`config.mk`:
```
export PLATFORM = sky130hd
export DESIGN_NAME = csl_lifecycle_fsm
export DESIGN_NICKNAME = d
export VERILOG_FILES = /design/src/hw/csl_pkg.sv /design/src/hw/csl_pin_sync.sv /design/src/hw/csl_cmd_decode.sv /design/src/hw/csl_lifecycle_fsm.sv
export VERILOG_INCLUDE_DIRS = /design/src /design/src/hw
export SDC_FILE = /design/constraint.sdc
export NUM_CORES = 1
export LEC_CHECK = 0
export BUFFER_PORTS_ARGS = -buffer_cell sky130_fd_sc_hd__clkbuf_2
export CELL_PAD_IN_SITES_DETAIL_PLACEMENT = 2
export CELL_PAD_IN_SITES_GLOBAL_PLACEMENT = 2
export CORE_MARGIN = 2
export CORE_UTILIZATION = 34
export DETAILED_ROUTE_END_ITERATION = 6
export HOLD_SLACK_MARGIN = 0.15
export PLACE_DENSITY = 0.94
export REMOVE_ABC_BUFFERS = 1
export SETUP_SLACK_MARGIN = 0.15
export SYNTH_ARGS = -nofsm -noshare
export SYNTH_HDL_FRONTEND = slang
export SYNTH_SLANG_ARGS = --single-unit
```
`constraint.sdc`:
```
create_clock -name clock -period 5.05 [get_ports clock]
set_input_delay 0.505 -clock clock [delete_from_list [all_inputs] [get_ports clock]]
set_output_delay 0.505 -clock clock [all_outputs]
set_load 0.05 [all_outputs]
```
`src/hw/csl_defines.svh`:
```
// Command opcodes and widths shared by the co-simulation slave lifecycle logic
`ifndef CSL_DEFINES_SVH
`define CSL_DEFINES_SVH

`define CSL_OP_W            8
`define CSL_OP_REGISTER     8'h01
`define CSL_OP_PREPARE      8'h02
`define CSL_OP_DEREGISTER   8'h03
`define CSL_OP_CONFIGURE    8'h04
`define CSL_OP_INITIALIZE   8'h05
`define CSL_OP_STOP         8'h06
`define CSL_SYNC_RST        1'b0

`endif

```
`src/hw/csl_pkg.sv`:
```
// Types for the co-simulation slave lifecycle logic
package csl_pkg;

    typedef enum logic [3:0]
    {
        CSL_ST_ENTRY,
        CSL_ST_ALIVE,
        CSL_ST_CONFIGURATION,
        CSL_ST_PREPARING,
        CSL_ST_PREPARED,
        CSL_ST_CONFIGURING,
        CSL_ST_CONFIGURED,
        CSL_ST_INITIALIZING,
        CSL_ST_STOPPED,
        CSL_ST_ERRHANDLING,
        CSL_ST_ERRRESOLVED,
        CSL_ST_EXITED
    } csl_state_t;

    typedef enum logic [2:0]
    {
        CSL_CMD_NONE,
        CSL_CMD_REGISTER,
        CSL_CMD_PREPARE,
        CSL_CMD_DEREGISTER,
        CSL_CMD_CONFIGURE,
        CSL_CMD_INITIALIZE,
        CSL_CMD_STOP,
        CSL_CMD_UNKNOWN
    } csl_cmd_t;

endpackage

```
`src/hw/csl_pin_sync.sv`:
```
// Three-stage input synchroniser with agreement filter
`timescale 1ns/1ps
`include "csl_defines.svh"

module csl_pin_sync
(
    input  wire logic clock,
    input  wire logic rst_n,
    input  wire logic pinIn,
    output logic      levelOut
);

    logic stage1_ff;
    logic stage2_ff;
    logic stage3_ff;
    logic level_ff;

    always_ff @(posedge clock)
    begin
        if (!rst_n)
        begin
            stage1_ff <= `CSL_SYNC_RST;
            stage2_ff <= `CSL_SYNC_RST;
            stage3_ff <= `CSL_SYNC_RST;
        end
        else
        begin
            stage1_ff <= pinIn;
            stage2_ff <= stage1_ff;
            stage3_ff <= stage2_ff;
        end
    end

    // Only stages two and three vote, stage one is left to settle
    always_ff @(posedge clock)
    begin
        if (!rst_n)
            level_ff <= `CSL_SYNC_RST;
        else if (stage2_ff == stage3_ff)
            level_ff <= stage3_ff;
    end

    assign levelOut = level_ff;

endmodule

```
`src/hw/csl_cmd_decode.sv`:
```
// Registers a state-change command and decodes its opcode
`timescale 1ns/1ps
`include "csl_defines.svh"

module csl_cmd_decode
    import csl_pkg::*;
(
    input  wire logic                 clock,
    input  wire logic                 rst_n,
    input  wire logic                 cmdValid,
    input  wire logic [`CSL_OP_W-1:0] cmdCode,
    output csl_cmd_t                  cmdKind,
    output logic                      cmdStrobe
);

    csl_cmd_t kind_ff;
    logic     strobe_ff;

    function automatic csl_cmd_t decodeOp(input logic [`CSL_OP_W-1:0] op);
        case (op)
            `CSL_OP_REGISTER:   decodeOp = CSL_CMD_REGISTER;
            `CSL_OP_PREPARE:    decodeOp = CSL_CMD_PREPARE;
            `CSL_OP_DEREGISTER: decodeOp = CSL_CMD_DEREGISTER;
            `CSL_OP_CONFIGURE:  decodeOp = CSL_CMD_CONFIGURE;
            `CSL_OP_INITIALIZE: decodeOp = CSL_CMD_INITIALIZE;
            `CSL_OP_STOP:       decodeOp = CSL_CMD_STOP;
            default:            decodeOp = CSL_CMD_UNKNOWN;
        endcase
    endfunction

    always_ff @(posedge clock)
    begin
        if (!rst_n)
        begin
            kind_ff   <= CSL_CMD_NONE;
            strobe_ff <= 1'b0;
        end
        else
        begin
            strobe_ff <= cmdValid;
            kind_ff   <= cmdValid ? decodeOp(cmdCode) : CSL_CMD_NONE;
        end
    end

    assign cmdKind   = kind_ff;
    assign cmdStrobe = strobe_ff;

endmodule

```
`src/hw/csl_lifecycle_fsm.sv`:
```
// Lifecycle state machine of a co-simulation slave
`timescale 1ns/1ps
`include "csl_defines.svh"

module csl_lifecycle_fsm
    import csl_pkg::*;
(
    input  wire logic                 clock,
    input  wire logic                 rst_n,
    input  wire logic                 cmdValid,
    input  wire logic [`CSL_OP_W-1:0] cmdCode,
    input  wire logic                 swLoaded,
    input  wire logic                 sigExit,
    input  wire logic                 faultPin,
    input  wire logic                 errHandled,
    input  wire logic                 errUnrecoverable,
    input  wire logic                 configComplete,
    input  wire logic                 sigPrepared,
    input  wire logic                 sigConfigured,
    output csl_state_t                stateOut,
    output logic                      registered,
    output logic                      safeHold,
    output logic                      prepTransport,
    output logic                      applyConfig,
    output logic                      initStart,
    output logic                      exited,
    output logic                      cmdRejected
);

    ////////////////////////////////////////////////////////////////////////////
    csl_state_t state_ff;
    csl_state_t nxt_state;
    csl_cmd_t   cmdKind;
    logic       cmdStrobe;
    logic       faultLevel;
    logic       faultLevel_ff;
    logic       faultEvt;
    logic       cmdTaken;
    logic       registered_ff;
    logic       nxt_registered;
    logic       safeHold_ff;
    logic       prepTransport_ff;
    logic       applyConfig_ff;
    logic       initStart_ff;
    logic       exited_ff;
    logic       cmdRejected_ff;
    logic       inErr;
    logic       inActive;

    csl_cmd_decode u_decode
    (
        .clock     (clock),
        .rst_n     (rst_n),
        .cmdValid  (cmdValid),
        .cmdCode   (cmdCode),
        .cmdKind   (cmdKind),
        .cmdStrobe (cmdStrobe)
    );

    // Fault comes from the model side on its own timing, hence the synchroniser
    csl_pin_sync u_faultSync
    (
        .clock    (clock),
        .rst_n    (rst_n),
        .pinIn    (faultPin),
        .levelOut (faultLevel)
    );

    ////////////////////////////////////////////////////////////////////////////
    always_ff @(posedge clock)
    begin
        if (!rst_n)
            faultLevel_ff <= 1'b0;
        else
            faultLevel_ff <= faultLevel;
    end

    // A fault counts once, on its rising edge, so a long fault is not a second one
    assign faultEvt = faultLevel && !faultLevel_ff;

    assign inErr    = (state_ff == CSL_ST_ERRHANDLING) || (state_ff == CSL_ST_ERRRESOLVED);
    assign inActive = (state_ff != CSL_ST_ENTRY) && (state_ff != CSL_ST_EXITED) && !inErr;

    ////////////////////////////////////////////////////////////////////////////
    always_comb
    begin
        nxt_state = state_ff;
        cmdTaken  = 1'b0;
        if (state_ff == CSL_ST_ENTRY)
        begin
            if (swLoaded)
                nxt_state = CSL_ST_ALIVE;
        end
        else if (state_ff == CSL_ST_EXITED)
            nxt_state = CSL_ST_EXITED;
        else if (inErr && (faultEvt || sigExit || (state_ff == CSL_ST_ERRHANDLING && errUnrecoverable)))
            nxt_state = CSL_ST_EXITED;
        else if (faultEvt)
            nxt_state = CSL_ST_ERRHANDLING;
        else if (state_ff == CSL_ST_ALIVE && sigExit)
            nxt_state = CSL_ST_EXITED;
        else
        begin
            case (state_ff)
                CSL_ST_ALIVE:
                begin
                    if (cmdStrobe && cmdKind == CSL_CMD_REGISTER && !registered_ff)
                    begin
                        nxt_state = CSL_ST_CONFIGURATION;
                        cmdTaken  = 1'b1;
                    end
                end
                CSL_ST_CONFIGURATION:
                begin
                    if (cmdStrobe && cmdKind == CSL_CMD_PREPARE && configComplete)
                    begin
                        nxt_state = CSL_ST_PREPARING;
                        cmdTaken  = 1'b1;
                    end
                    else if (cmdStrobe && cmdKind == CSL_CMD_DEREGISTER && registered_ff)
                    begin
                        nxt_state = CSL_ST_ALIVE;
                        cmdTaken  = 1'b1;
                    end
                end
                CSL_ST_PREPARING:
                begin
                    if (cmdStrobe && cmdKind == CSL_CMD_STOP)
                    begin
                        nxt_state = CSL_ST_STOPPED;
                        cmdTaken  = 1'b1;
                    end
                    else if (sigPrepared)
                        nxt_state = CSL_ST_PREPARED;
                end
                CSL_ST_PREPARED:
                begin
                    if (cmdStrobe && cmdKind == CSL_CMD_CONFIGURE)
                    begin
                        nxt_state = CSL_ST_CONFIGURING;
                        cmdTaken  = 1'b1;
                    end
                    else if (cmdStrobe && cmdKind == CSL_CMD_STOP)
                    begin
                        nxt_state = CSL_ST_STOPPED;
                        cmdTaken  = 1'b1;
                    end
                end
                CSL_ST_CONFIGURING:
                begin
                    if (cmdStrobe && cmdKind == CSL_CMD_STOP)
                    begin
                        nxt_state = CSL_ST_STOPPED;
                        cmdTaken  = 1'b1;
                    end
                    else if (sigConfigured)
                        nxt_state = CSL_ST_CONFIGURED;
                end
                CSL_ST_CONFIGURED:
                begin
                    if (cmdStrobe && cmdKind == CSL_CMD_INITIALIZE)
                    begin
                        nxt_state = CSL_ST_INITIALIZING;
                        cmdTaken  = 1'b1;
                    end
                    else if (cmdStrobe && cmdKind == CSL_CMD_STOP)
                    begin
                        nxt_state = CSL_ST_STOPPED;
                        cmdTaken  = 1'b1;
                    end
                end
                CSL_ST_INITIALIZING:
                begin
                    if (cmdStrobe && cmdKind == CSL_CMD_STOP)
                    begin
                        nxt_state = CSL_ST_STOPPED;
                        cmdTaken  = 1'b1;
                    end
                end
                CSL_ST_STOPPED, CSL_ST_ERRRESOLVED:
                begin
                    if (cmdStrobe && cmdKind == CSL_CMD_DEREGISTER && registered_ff)
                    begin
                        nxt_state = CSL_ST_ALIVE;
                        cmdTaken  = 1'b1;
                    end
                end
                CSL_ST_ERRHANDLING:
                begin
                    if (errHandled)
                        nxt_state = CSL_ST_ERRRESOLVED;
                end
                default:
                    nxt_state = state_ff;
            endcase
        end
    end

    ////////////////////////////////////////////////////////////////////////////
    always_ff @(posedge clock)
    begin
        if (!rst_n)
            state_ff <= CSL_ST_ENTRY;
        else
            state_ff <= nxt_state;
    end

    always_comb
    begin
        nxt_registered = registered_ff;
        if (nxt_state == CSL_ST_CONFIGURATION && state_ff == CSL_ST_ALIVE)
            nxt_registered = 1'b1;
        else if (nxt_state == CSL_ST_ALIVE || nxt_state == CSL_ST_EXITED)
            nxt_registered = 1'b0;
    end

    always_ff @(posedge clock)
    begin
        if (!rst_n)
            registered_ff <= 1'b0;
        else
            registered_ff <= nxt_registered;
    end

    // Activity outputs follow the next state so they line up with stateOut
    always_ff @(posedge clock)
    begin
        if (!rst_n)
        begin
            safeHold_ff      <= 1'b0;
            prepTransport_ff <= 1'b0;
            applyConfig_ff   <= 1'b0;
            initStart_ff     <= 1'b0;
            exited_ff        <= 1'b0;
        end
        else
        begin
            safeHold_ff      <= (nxt_state == CSL_ST_ERRHANDLING) || (nxt_state == CSL_ST_ERRRESOLVED);
            prepTransport_ff <= (nxt_state == CSL_ST_PREPARING);
            applyConfig_ff   <= (nxt_state == CSL_ST_CONFIGURING);
            initStart_ff     <= (nxt_state == CSL_ST_INITIALIZING);
            exited_ff        <= (nxt_state == CSL_ST_EXITED);
        end
    end

    // A command that finds no transition is flagged but otherwise dropped
    always_ff @(posedge clock)
    begin
        if (!rst_n)
            cmdRejected_ff <= 1'b0;
        else
            cmdRejected_ff <= cmdStrobe && !cmdTaken;
    end

    assign stateOut      = state_ff;
    assign registered    = registered_ff;
    assign safeHold      = safeHold_ff;
    assign prepTransport = prepTransport_ff;
    assign applyConfig   = applyConfig_ff;
    assign initStart     = initStart_ff;
    assign exited        = exited_ff;
    assign cmdRejected   = cmdRejected_ff;
endmodule

```
==> results.sh, run 1 <==
export IMPL_num_vias=1166
export IMPL_clock_sinks=20
export IMPL_firstDrtPassIters=4
export IMPL_syn2layout_area_growth_pct=14.37
export IMPL_tightest_slew_ns=0.8021
export IMPL_crit_fanout=25
export IMPL_die_h_um=65.36
export IMPL_diodes=0
export IMPL_core_area_mm2=0.003633
export IMPL_max_clock_freq_ghz=0.3918
export IMPL_slew_headroom_pct=46.45
export IMPL_pwr_density_cell_mw_per_mm2=267.1
export IMPL_r2r_start="stateOut[1]$_SDFF_PN0_"
export IMPL_status="finished, final reports clean"
export IMPL_yosysSeqAreaShare_pct=31.28
export IMPL_vdd_drop_max_v=0.0001267
export IMPL_synth_top_area_share_pct=31.28
export IMPL_grt_pass1_wl_mm=6.306
export IMPL_ys_warn_count=0
export IMPL_cpLargestDelayFamily="compound AO/OA/AOI/OAI gates"
export IMPL_critPathBufInv=0
export IMPL_netlist_area_mm2=0.001280
export IMPL_hold_path_class="register to register"
export IMPL_path_cells="nand4bb_1, o211ai_1, nor3_4, o221a_2, nor2_1, a311oi_2"
export IMPL_critPathMaxStageDelay_ns=0.85
export IMPL_path_class="register to register"
export IMPL_portBuffers=29
export IMPL_numCtsBuffers=3
export IMPL_cts_setup_buffers=0
export IMPL_min_to="u_faultSync.stage2_ff$_SDFF_PN0_"
export IMPL_clkLatencyLatePin_ns=0.26
export IMPL_critPathCaptureType="register"
export IMPL_cts_resized=0
export IMPL_final_setup_tns_ns=0
export IMPL_ant_nets=0
export IMPL_root_buffer="clkbuf_8"
export IMPL_placedInstanceArea_mm2=0.001409
export IMPL_die_area_mm2=0.004271
export IMPL_maxCapViolations=0
export IMPL_timing_final_ws_setup_ns=2.498
export IMPL_gr_total_overflow=0
export IMPL_cp_slowest_cell="dfxtp_1"
export IMPL_tritoncts="yes"
export IMPL_async_reset_ff_share_pct=0
export IMPL_yosys_area_top_type="dfxtp_1"
export IMPL_avgSynthCellArea_um2=9.275
export IMPL_grt_antenna_before_repair=0
export IMPL_worstHoldStart="u_faultSync.stage1_ff$_SDFF_PN0_"
export IMPL_synthTopCellsByCount="dfxtp_1, nor2_1, nand2_1"
export IMPL_rsz0062_at_grt="no"
export IMPL_finalSetupViolations=0
export IMPL_power_leakage_uw=0.0005724
export IMPL_hold_buffers=0
export IMPL_synthCells=138
export IMPL_drive_gt1_share_pct=34.15
export IMPL_finish_instance_area_mm2=0.001464
export IMPL_pre_cts_ws_ns=2.535
export IMPL_first_global_vias=1225
export IMPL_die_x_um=65.36
export IMPL_hold_violations=0
export IMPL_core_rowCount=22
export IMPL_drt_iter0_markers=55
export IMPL_ys_types=52
export IMPL_post_route_period_util_pct=50.54
export IMPL_synth_enable_flop_cells=0
export IMPL_hpwl_mm=2.926
export IMPL_start_kind="register"
export IMPL_drc=0
export IMPL_fin_nets=184
export IMPL_post_route_min_period_ns=2.552
export IMPL_start_util_pct=35.23
export IMPL_report_final_slew_viol_count=0
export IMPL_gp_congestion=0.7933
export IMPL_ys_ff_latch=20
export IMPL_regToRegSetupSlack_ns=2.50
export IMPL_synthTopCellsByArea="dfxtp_1, nor2_1, buf_6"
export IMPL_drt_total_wl_mm=3.814
export IMPL_hold_depth=1
export IMPL_clk_pin_slew_ns=0.07
export IMPL_finalClockSkew_ns=0.003691
export IMPL_grt_max_degree=26
export IMPL_cp_arrival_ns=2.72
export IMPL_required_ns=5.22
export IMPL_synth_most_common_cell="dfxtp_1"
export IMPL_r2r_end="registered$_SDFFE_PN0P_"
export IMPL_htreeDepth=1
export IMPL_io_pins=30
export IMPL_clk_path_buf_depth=2
export IMPL_post_drt_wl_per_cell_um=17.99
export IMPL_r2r_worst_path_cells=6
export IMPL_grt_use_total_pct=19.91
export IMPL_vias_per_cell=5.500
export IMPL_synth_flop_cell="dfxtp_1"
-- cells by family after synthesis --
family | after synthesis | synth area share [%]
compound gates | 40 | 26.30
buf+inv | 11 | 7.134
simple gates | 65 | 33.92
xor+xnor | 2 | 1.369
flops | 20 | 31.28
-- routing by layer --
metal / global-route usage [%] / wire length, um / part of all wire [%] / vias to the layer above
met5: 0 / 0 / 0 / -
met1: 24.89 / 1683 / 44 / 573
li1: - / - / - / 566
met2: 34.18 / 1983 / 52 / 23
met3: 3.596 / 94 / 2.5 / 4
met4: 7.031 / 53 / 1.4 / 0
-- layout by cell type, fill, tap and decap left out, types with 2 or more instances in the layout --
master     n
o21ai_0    7
xor2_1     2
nor2b_1    4
nor3_1     2
dfxtp_1   20
clkbuf_8   4
nor2_1    16
a21oi_1    5
o31a_1     3
and2_1     7
nand4b_1   2
a31oi_1    3
nor4_1     3
inv_1      3
nand4_1    3
a21oi_2    2
and4bb_1   2
nor3b_2    4
clkbuf_2  29
o21ai_1    3
nand2_1    9
and2b_2    2
-- worst max path at each step --
stage,startpoint,to,slack [ns],cells past startpoint
3_5_place_dp,stateOut[1]$_SDFF_PN0_,registered$_SDFFE_PN0P_,2.54,7
5_1_grt,stateOut[1]$_SDFF_PN0_,registered$_SDFFE_PN0P_,2.31,6
3_3_place_gp,stateOut[1]$_SDFF_PN0_,registered$_SDFFE_PN0P_,2.64,7
4_1_cts,stateOut[1]$_SDFF_PN0_,registered$_SDFFE_PN0P_,2.51,6
2_1_floorplan,stateOut[1]$_SDFF_PN0_,registered$_SDFFE_PN0P_,2.64,7
6_report,stateOut[1]$_SDFF_PN0_,registered$_SDFFE_PN0P_,2.50,6
-- state kept, by name, indices dropped and copies added (netlist names) --
name / count
u_decode.cmdKind: 3
cmdRejected: 1
faultLevel_ff: 1
initStart: 1
u_faultSync.stage2_ff: 1
u_decode.cmdStrobe: 1
safeHold: 1
registered: 1
applyConfig: 1
stateOut: 4
prepTransport: 1
u_faultSync.stage1_ff: 1
u_faultSync.levelOut: 1
exited: 1
u_faultSync.stage3_ff: 1
-- through the flow --
stage	std cells	hold slack (ns)	utilization, %	total power, uW
after floorplan	131	0.4118	-	240.9
after global placement	208	0.4215	38.77	263.4
after detailed placement	208	0.4279	38.77	270.9
after CTS	212	0.4475	40.29	393.8
after global routing	212	0.4659	40.29	412.3
final	212	0.4409	40.29	391.0
-- report_power, final --
part / total [uW] / leakage (uW) / switching (uW) / internal, uW
sequential: 178 / 0.000163 / 14.3 / 163
clock: 124 / 0.0000288 / 54.3 / 69.5
combinational: 89.3 / 0.000380 / 55.4 / 33.9
total: 391 / 0.000572 / 124 / 267
-- area by class of cell --
class                      count  area [um^2]
tap                           48        60.06
inverter                       4        15.01
sequential                    20        400.4
multi-input combinational    107        788.3
clock buffer                   4        55.05
fill                         419         2170
timing repair buffer          29        145.1
(Power assumes the default switching activity.)
==> inputs of run 2 (changes only) <==
--- a/config.mk
+++ b/config.mk
@@ -10,10 +10,10 @@
 export CELL_PAD_IN_SITES_DETAIL_PLACEMENT = 2
 export CELL_PAD_IN_SITES_GLOBAL_PLACEMENT = 2
 export CORE_MARGIN = 2
-export CORE_UTILIZATION = 34
+export CORE_UTILIZATION = 32
 export DETAILED_ROUTE_END_ITERATION = 6
 export HOLD_SLACK_MARGIN = 0.15
-export PLACE_DENSITY = 0.94
+export PLACE_DENSITY = 0.9
 export REMOVE_ABC_BUFFERS = 1
 export SETUP_SLACK_MARGIN = 0.15
 export SYNTH_ARGS = -nofsm -noshare
==> constraint.sdc (replaced) <==
create_clock -name clock -period 2.59 [get_ports clock]
set_input_delay 0.259 -clock clock [delete_from_list [all_inputs] [get_ports clock]]
set_output_delay 0.259 -clock clock [all_outputs]
set_load 0.05 [all_outputs]
==> run 2 against run 1 <==
Against the previous run: clock-buffer cell count fell by 1; non-clock buffer count rose by 3; combinational power rose by 100%; sequential power rose by 93%; final cell count rose by 1.4%; via count rose by 1.2%; cell area rose by 3.0%; critical path type unchanged; critical endpoint unchanged; largest power group unchanged.
==> results.sh, run 2 (same netlist as run 1, synthesis figures left out) <==
export IMPL_status="finished, final reports clean"
export IMPL_drt_total_wl_mm=3.715
export IMPL_path_class="register to register"
export IMPL_die_area_mm2=0.004522
export IMPL_finalSetupViolations=0
export IMPL_post_route_min_period_ns=2.106
export IMPL_rsz0062_at_grt="no"
export IMPL_crit_fanout=12
export IMPL_hold_buffers=0
export IMPL_clkLatencyLatePin_ns=0.27
export IMPL_finalClockSkew_ns=0.005936
export IMPL_numCtsBuffers=3
export IMPL_required_ns=2.77
export IMPL_power_leakage_uw=0.0005971
export IMPL_tightest_slew_ns=0.6254
export IMPL_grt_max_degree=22
export IMPL_internal_power_uw=595.7
export IMPL_htreeDepth=1
export IMPL_pwr_share_clk_pct=37.5
export IMPL_mostFrequentLayoutCells="clkbuf_2, nor2_1, dfxtp_1"
export IMPL_tritoncts="yes"
export IMPL_io_pins=30
export IMPL_maxCapViolations=0
export IMPL_slew_headroom_pct=57.96
export IMPL_ant_nets=0
export IMPL_root_buffer="clkbuf_8"
export IMPL_critPathCaptureType="register"
export IMPL_hpwl_mm=2.973
export IMPL_grt_antenna_before_repair=0
export IMPL_drive_gt1_share_pct=37.72
export IMPL_seqPwrFrac_pct=41.0
export IMPL_p_sw_share_pct=28.75
export IMPL_fill_cells=439
export IMPL_grt_pass1_wl_mm=6.230
export IMPL_post_drt_wl_per_cell_um=17.28
export IMPL_fin_nets=187
export IMPL_grt_use_total_pct=18.32
export IMPL_vdd_drop_max_v=0.0003958
export IMPL_hold_path_class="input pin to register"
export IMPL_combPwrFrac_pct=21.5
export IMPL_core_area_mm2=0.003744
export IMPL_whs_ns=0.1971
export IMPL_portBuffers=29
export IMPL_post_route_period_util_pct=81.31
export IMPL_clock_sinks=20
export IMPL_layout_commonest_cell="clkbuf_2"
export IMPL_first_global_vias=1278
export IMPL_largest_register_ff_count=4
export IMPL_start_util_pct=34.19
export IMPL_report_final_slew_viol_count=0
export IMPL_core_rowCount=22
export IMPL_p_switching_uw=240.3
export IMPL_firstDrtPassIters=4
export IMPL_die_h_um=67.25
export IMPL_pwr_density_cell_mw_per_mm2=554.5
export IMPL_drt_iter0_markers=40
export IMPL_max_clock_freq_ghz=0.4749
export IMPL_gp_congestion=0.8940
export IMPL_syn2layout_area_growth_pct=17.79
export IMPL_clk_path_buf_depth=2
export IMPL_final_setup_tns_ns=0
export IMPL_num_vias=1180
export IMPL_hold_violations=0
export IMPL_vias_per_cell=5.488
export IMPL_gr_total_overflow=0
export IMPL_drc=0
export IMPL_cp_arrival_ns=2.29
export IMPL_die_x_um=67.25
export IMPL_clk_pin_slew_ns=0.08
export IMPL_start_kind="register"
export IMPL_diodes=0
[run 2: cell types whose count changed in the layout (fill, tap and decap cells not counted)]
cell | previous run | this run
dfxtp_2 | 0 | 4
dfxtp_1 | 20 | 16
bufinv_16 | 0 | 1
buf_4 | 0 | 3
clkbuf_8 | 4 | 3
[run 2: path summary, 6_finish.rpt]
kind                            depth (start not counted)                          endpoint                        startpoint  slack, ns
worst max-delay path                                    7           registered$_SDFFE_PN0P_            stateOut[0]$_SDFF_PN0_       0.48
worst min-delay path                                    2  u_faultSync.stage1_ff$_SDFF_PN0_                          faultPin       0.20
worst max register to register                          7           registered$_SDFFE_PN0P_            stateOut[0]$_SDFF_PN0_       0.48
worst min register to register                          1  u_faultSync.stage2_ff$_SDFF_PN0_  u_faultSync.stage1_ff$_SDFF_PN0_       0.44
[run 2: cell type report]
cell class | count | area, um^2 | area share (%)
repair buffers | 32 | 167.7 | 11.12
clock inverters | 1 | 30.03 | 1.992
well taps | 48 | 60.06 | 3.983
flip-flops and latches | 20 | 405.4 | 26.89
multi-input cells | 107 | 788.3 | 52.28
clock buffers | 3 | 41.29 | 2.739
inverters | 4 | 15.01 | 0.9958
[run 2: critical path, stage by stage (launching register included)]
cell and delay (ns):
dfxtp_2 0.49, nand4bb_1 0.22, a21boi_1 0.19, a221oi_2 0.23, nor4_1 0.10, o31a_2 0.35, xor2_1 0.19, a311oi_2 0.26
[run 2: power groups by stage]
stage	Sequential, uW	Clock (uW)	Combinational [uW]
detailed placement	350	0	181
global placement	348	0	170
global route	346	329	198
CTS	342	316	182
floorplan	366	0	104
finish	343	313	180
[run 2: layer usage]
layer  track usage, %  vias up  share of wire [%]  wire [um]
li1                 -      578                  -          -
met1            21.93      577                 42       1564
met2            34.41       20                 55       2031
met3            2.000        5                1.9         71
met4            4.847        0                1.3         49
met5                0        -                  0          0
[run 2: repair_timing]
action | CTS | global route
endpoints found under the setup margin | 0 | 2
buffers inserted | 0 | 0
resized for setup | 0 | 4
[run 2: through the flow]
step | area [um^2] | total power, uW | util, % | std cells | setup WS (ns)
after floorplan | 1204 | 469.8 | - | 131 | 0.1848
after global placement | 1431 | 518.3 | 38.24 | 211 | 0.3890
after detailed placement | 1431 | 530.1 | 38.24 | 211 | 0.2458
after CTS | 1503 | 839.7 | 40.14 | 215 | 0.2386
after global routing | 1508 | 873.2 | 40.27 | 215 | 0.2285
final | 1508 | 836.1 | 40.27 | 215 | 0.4841
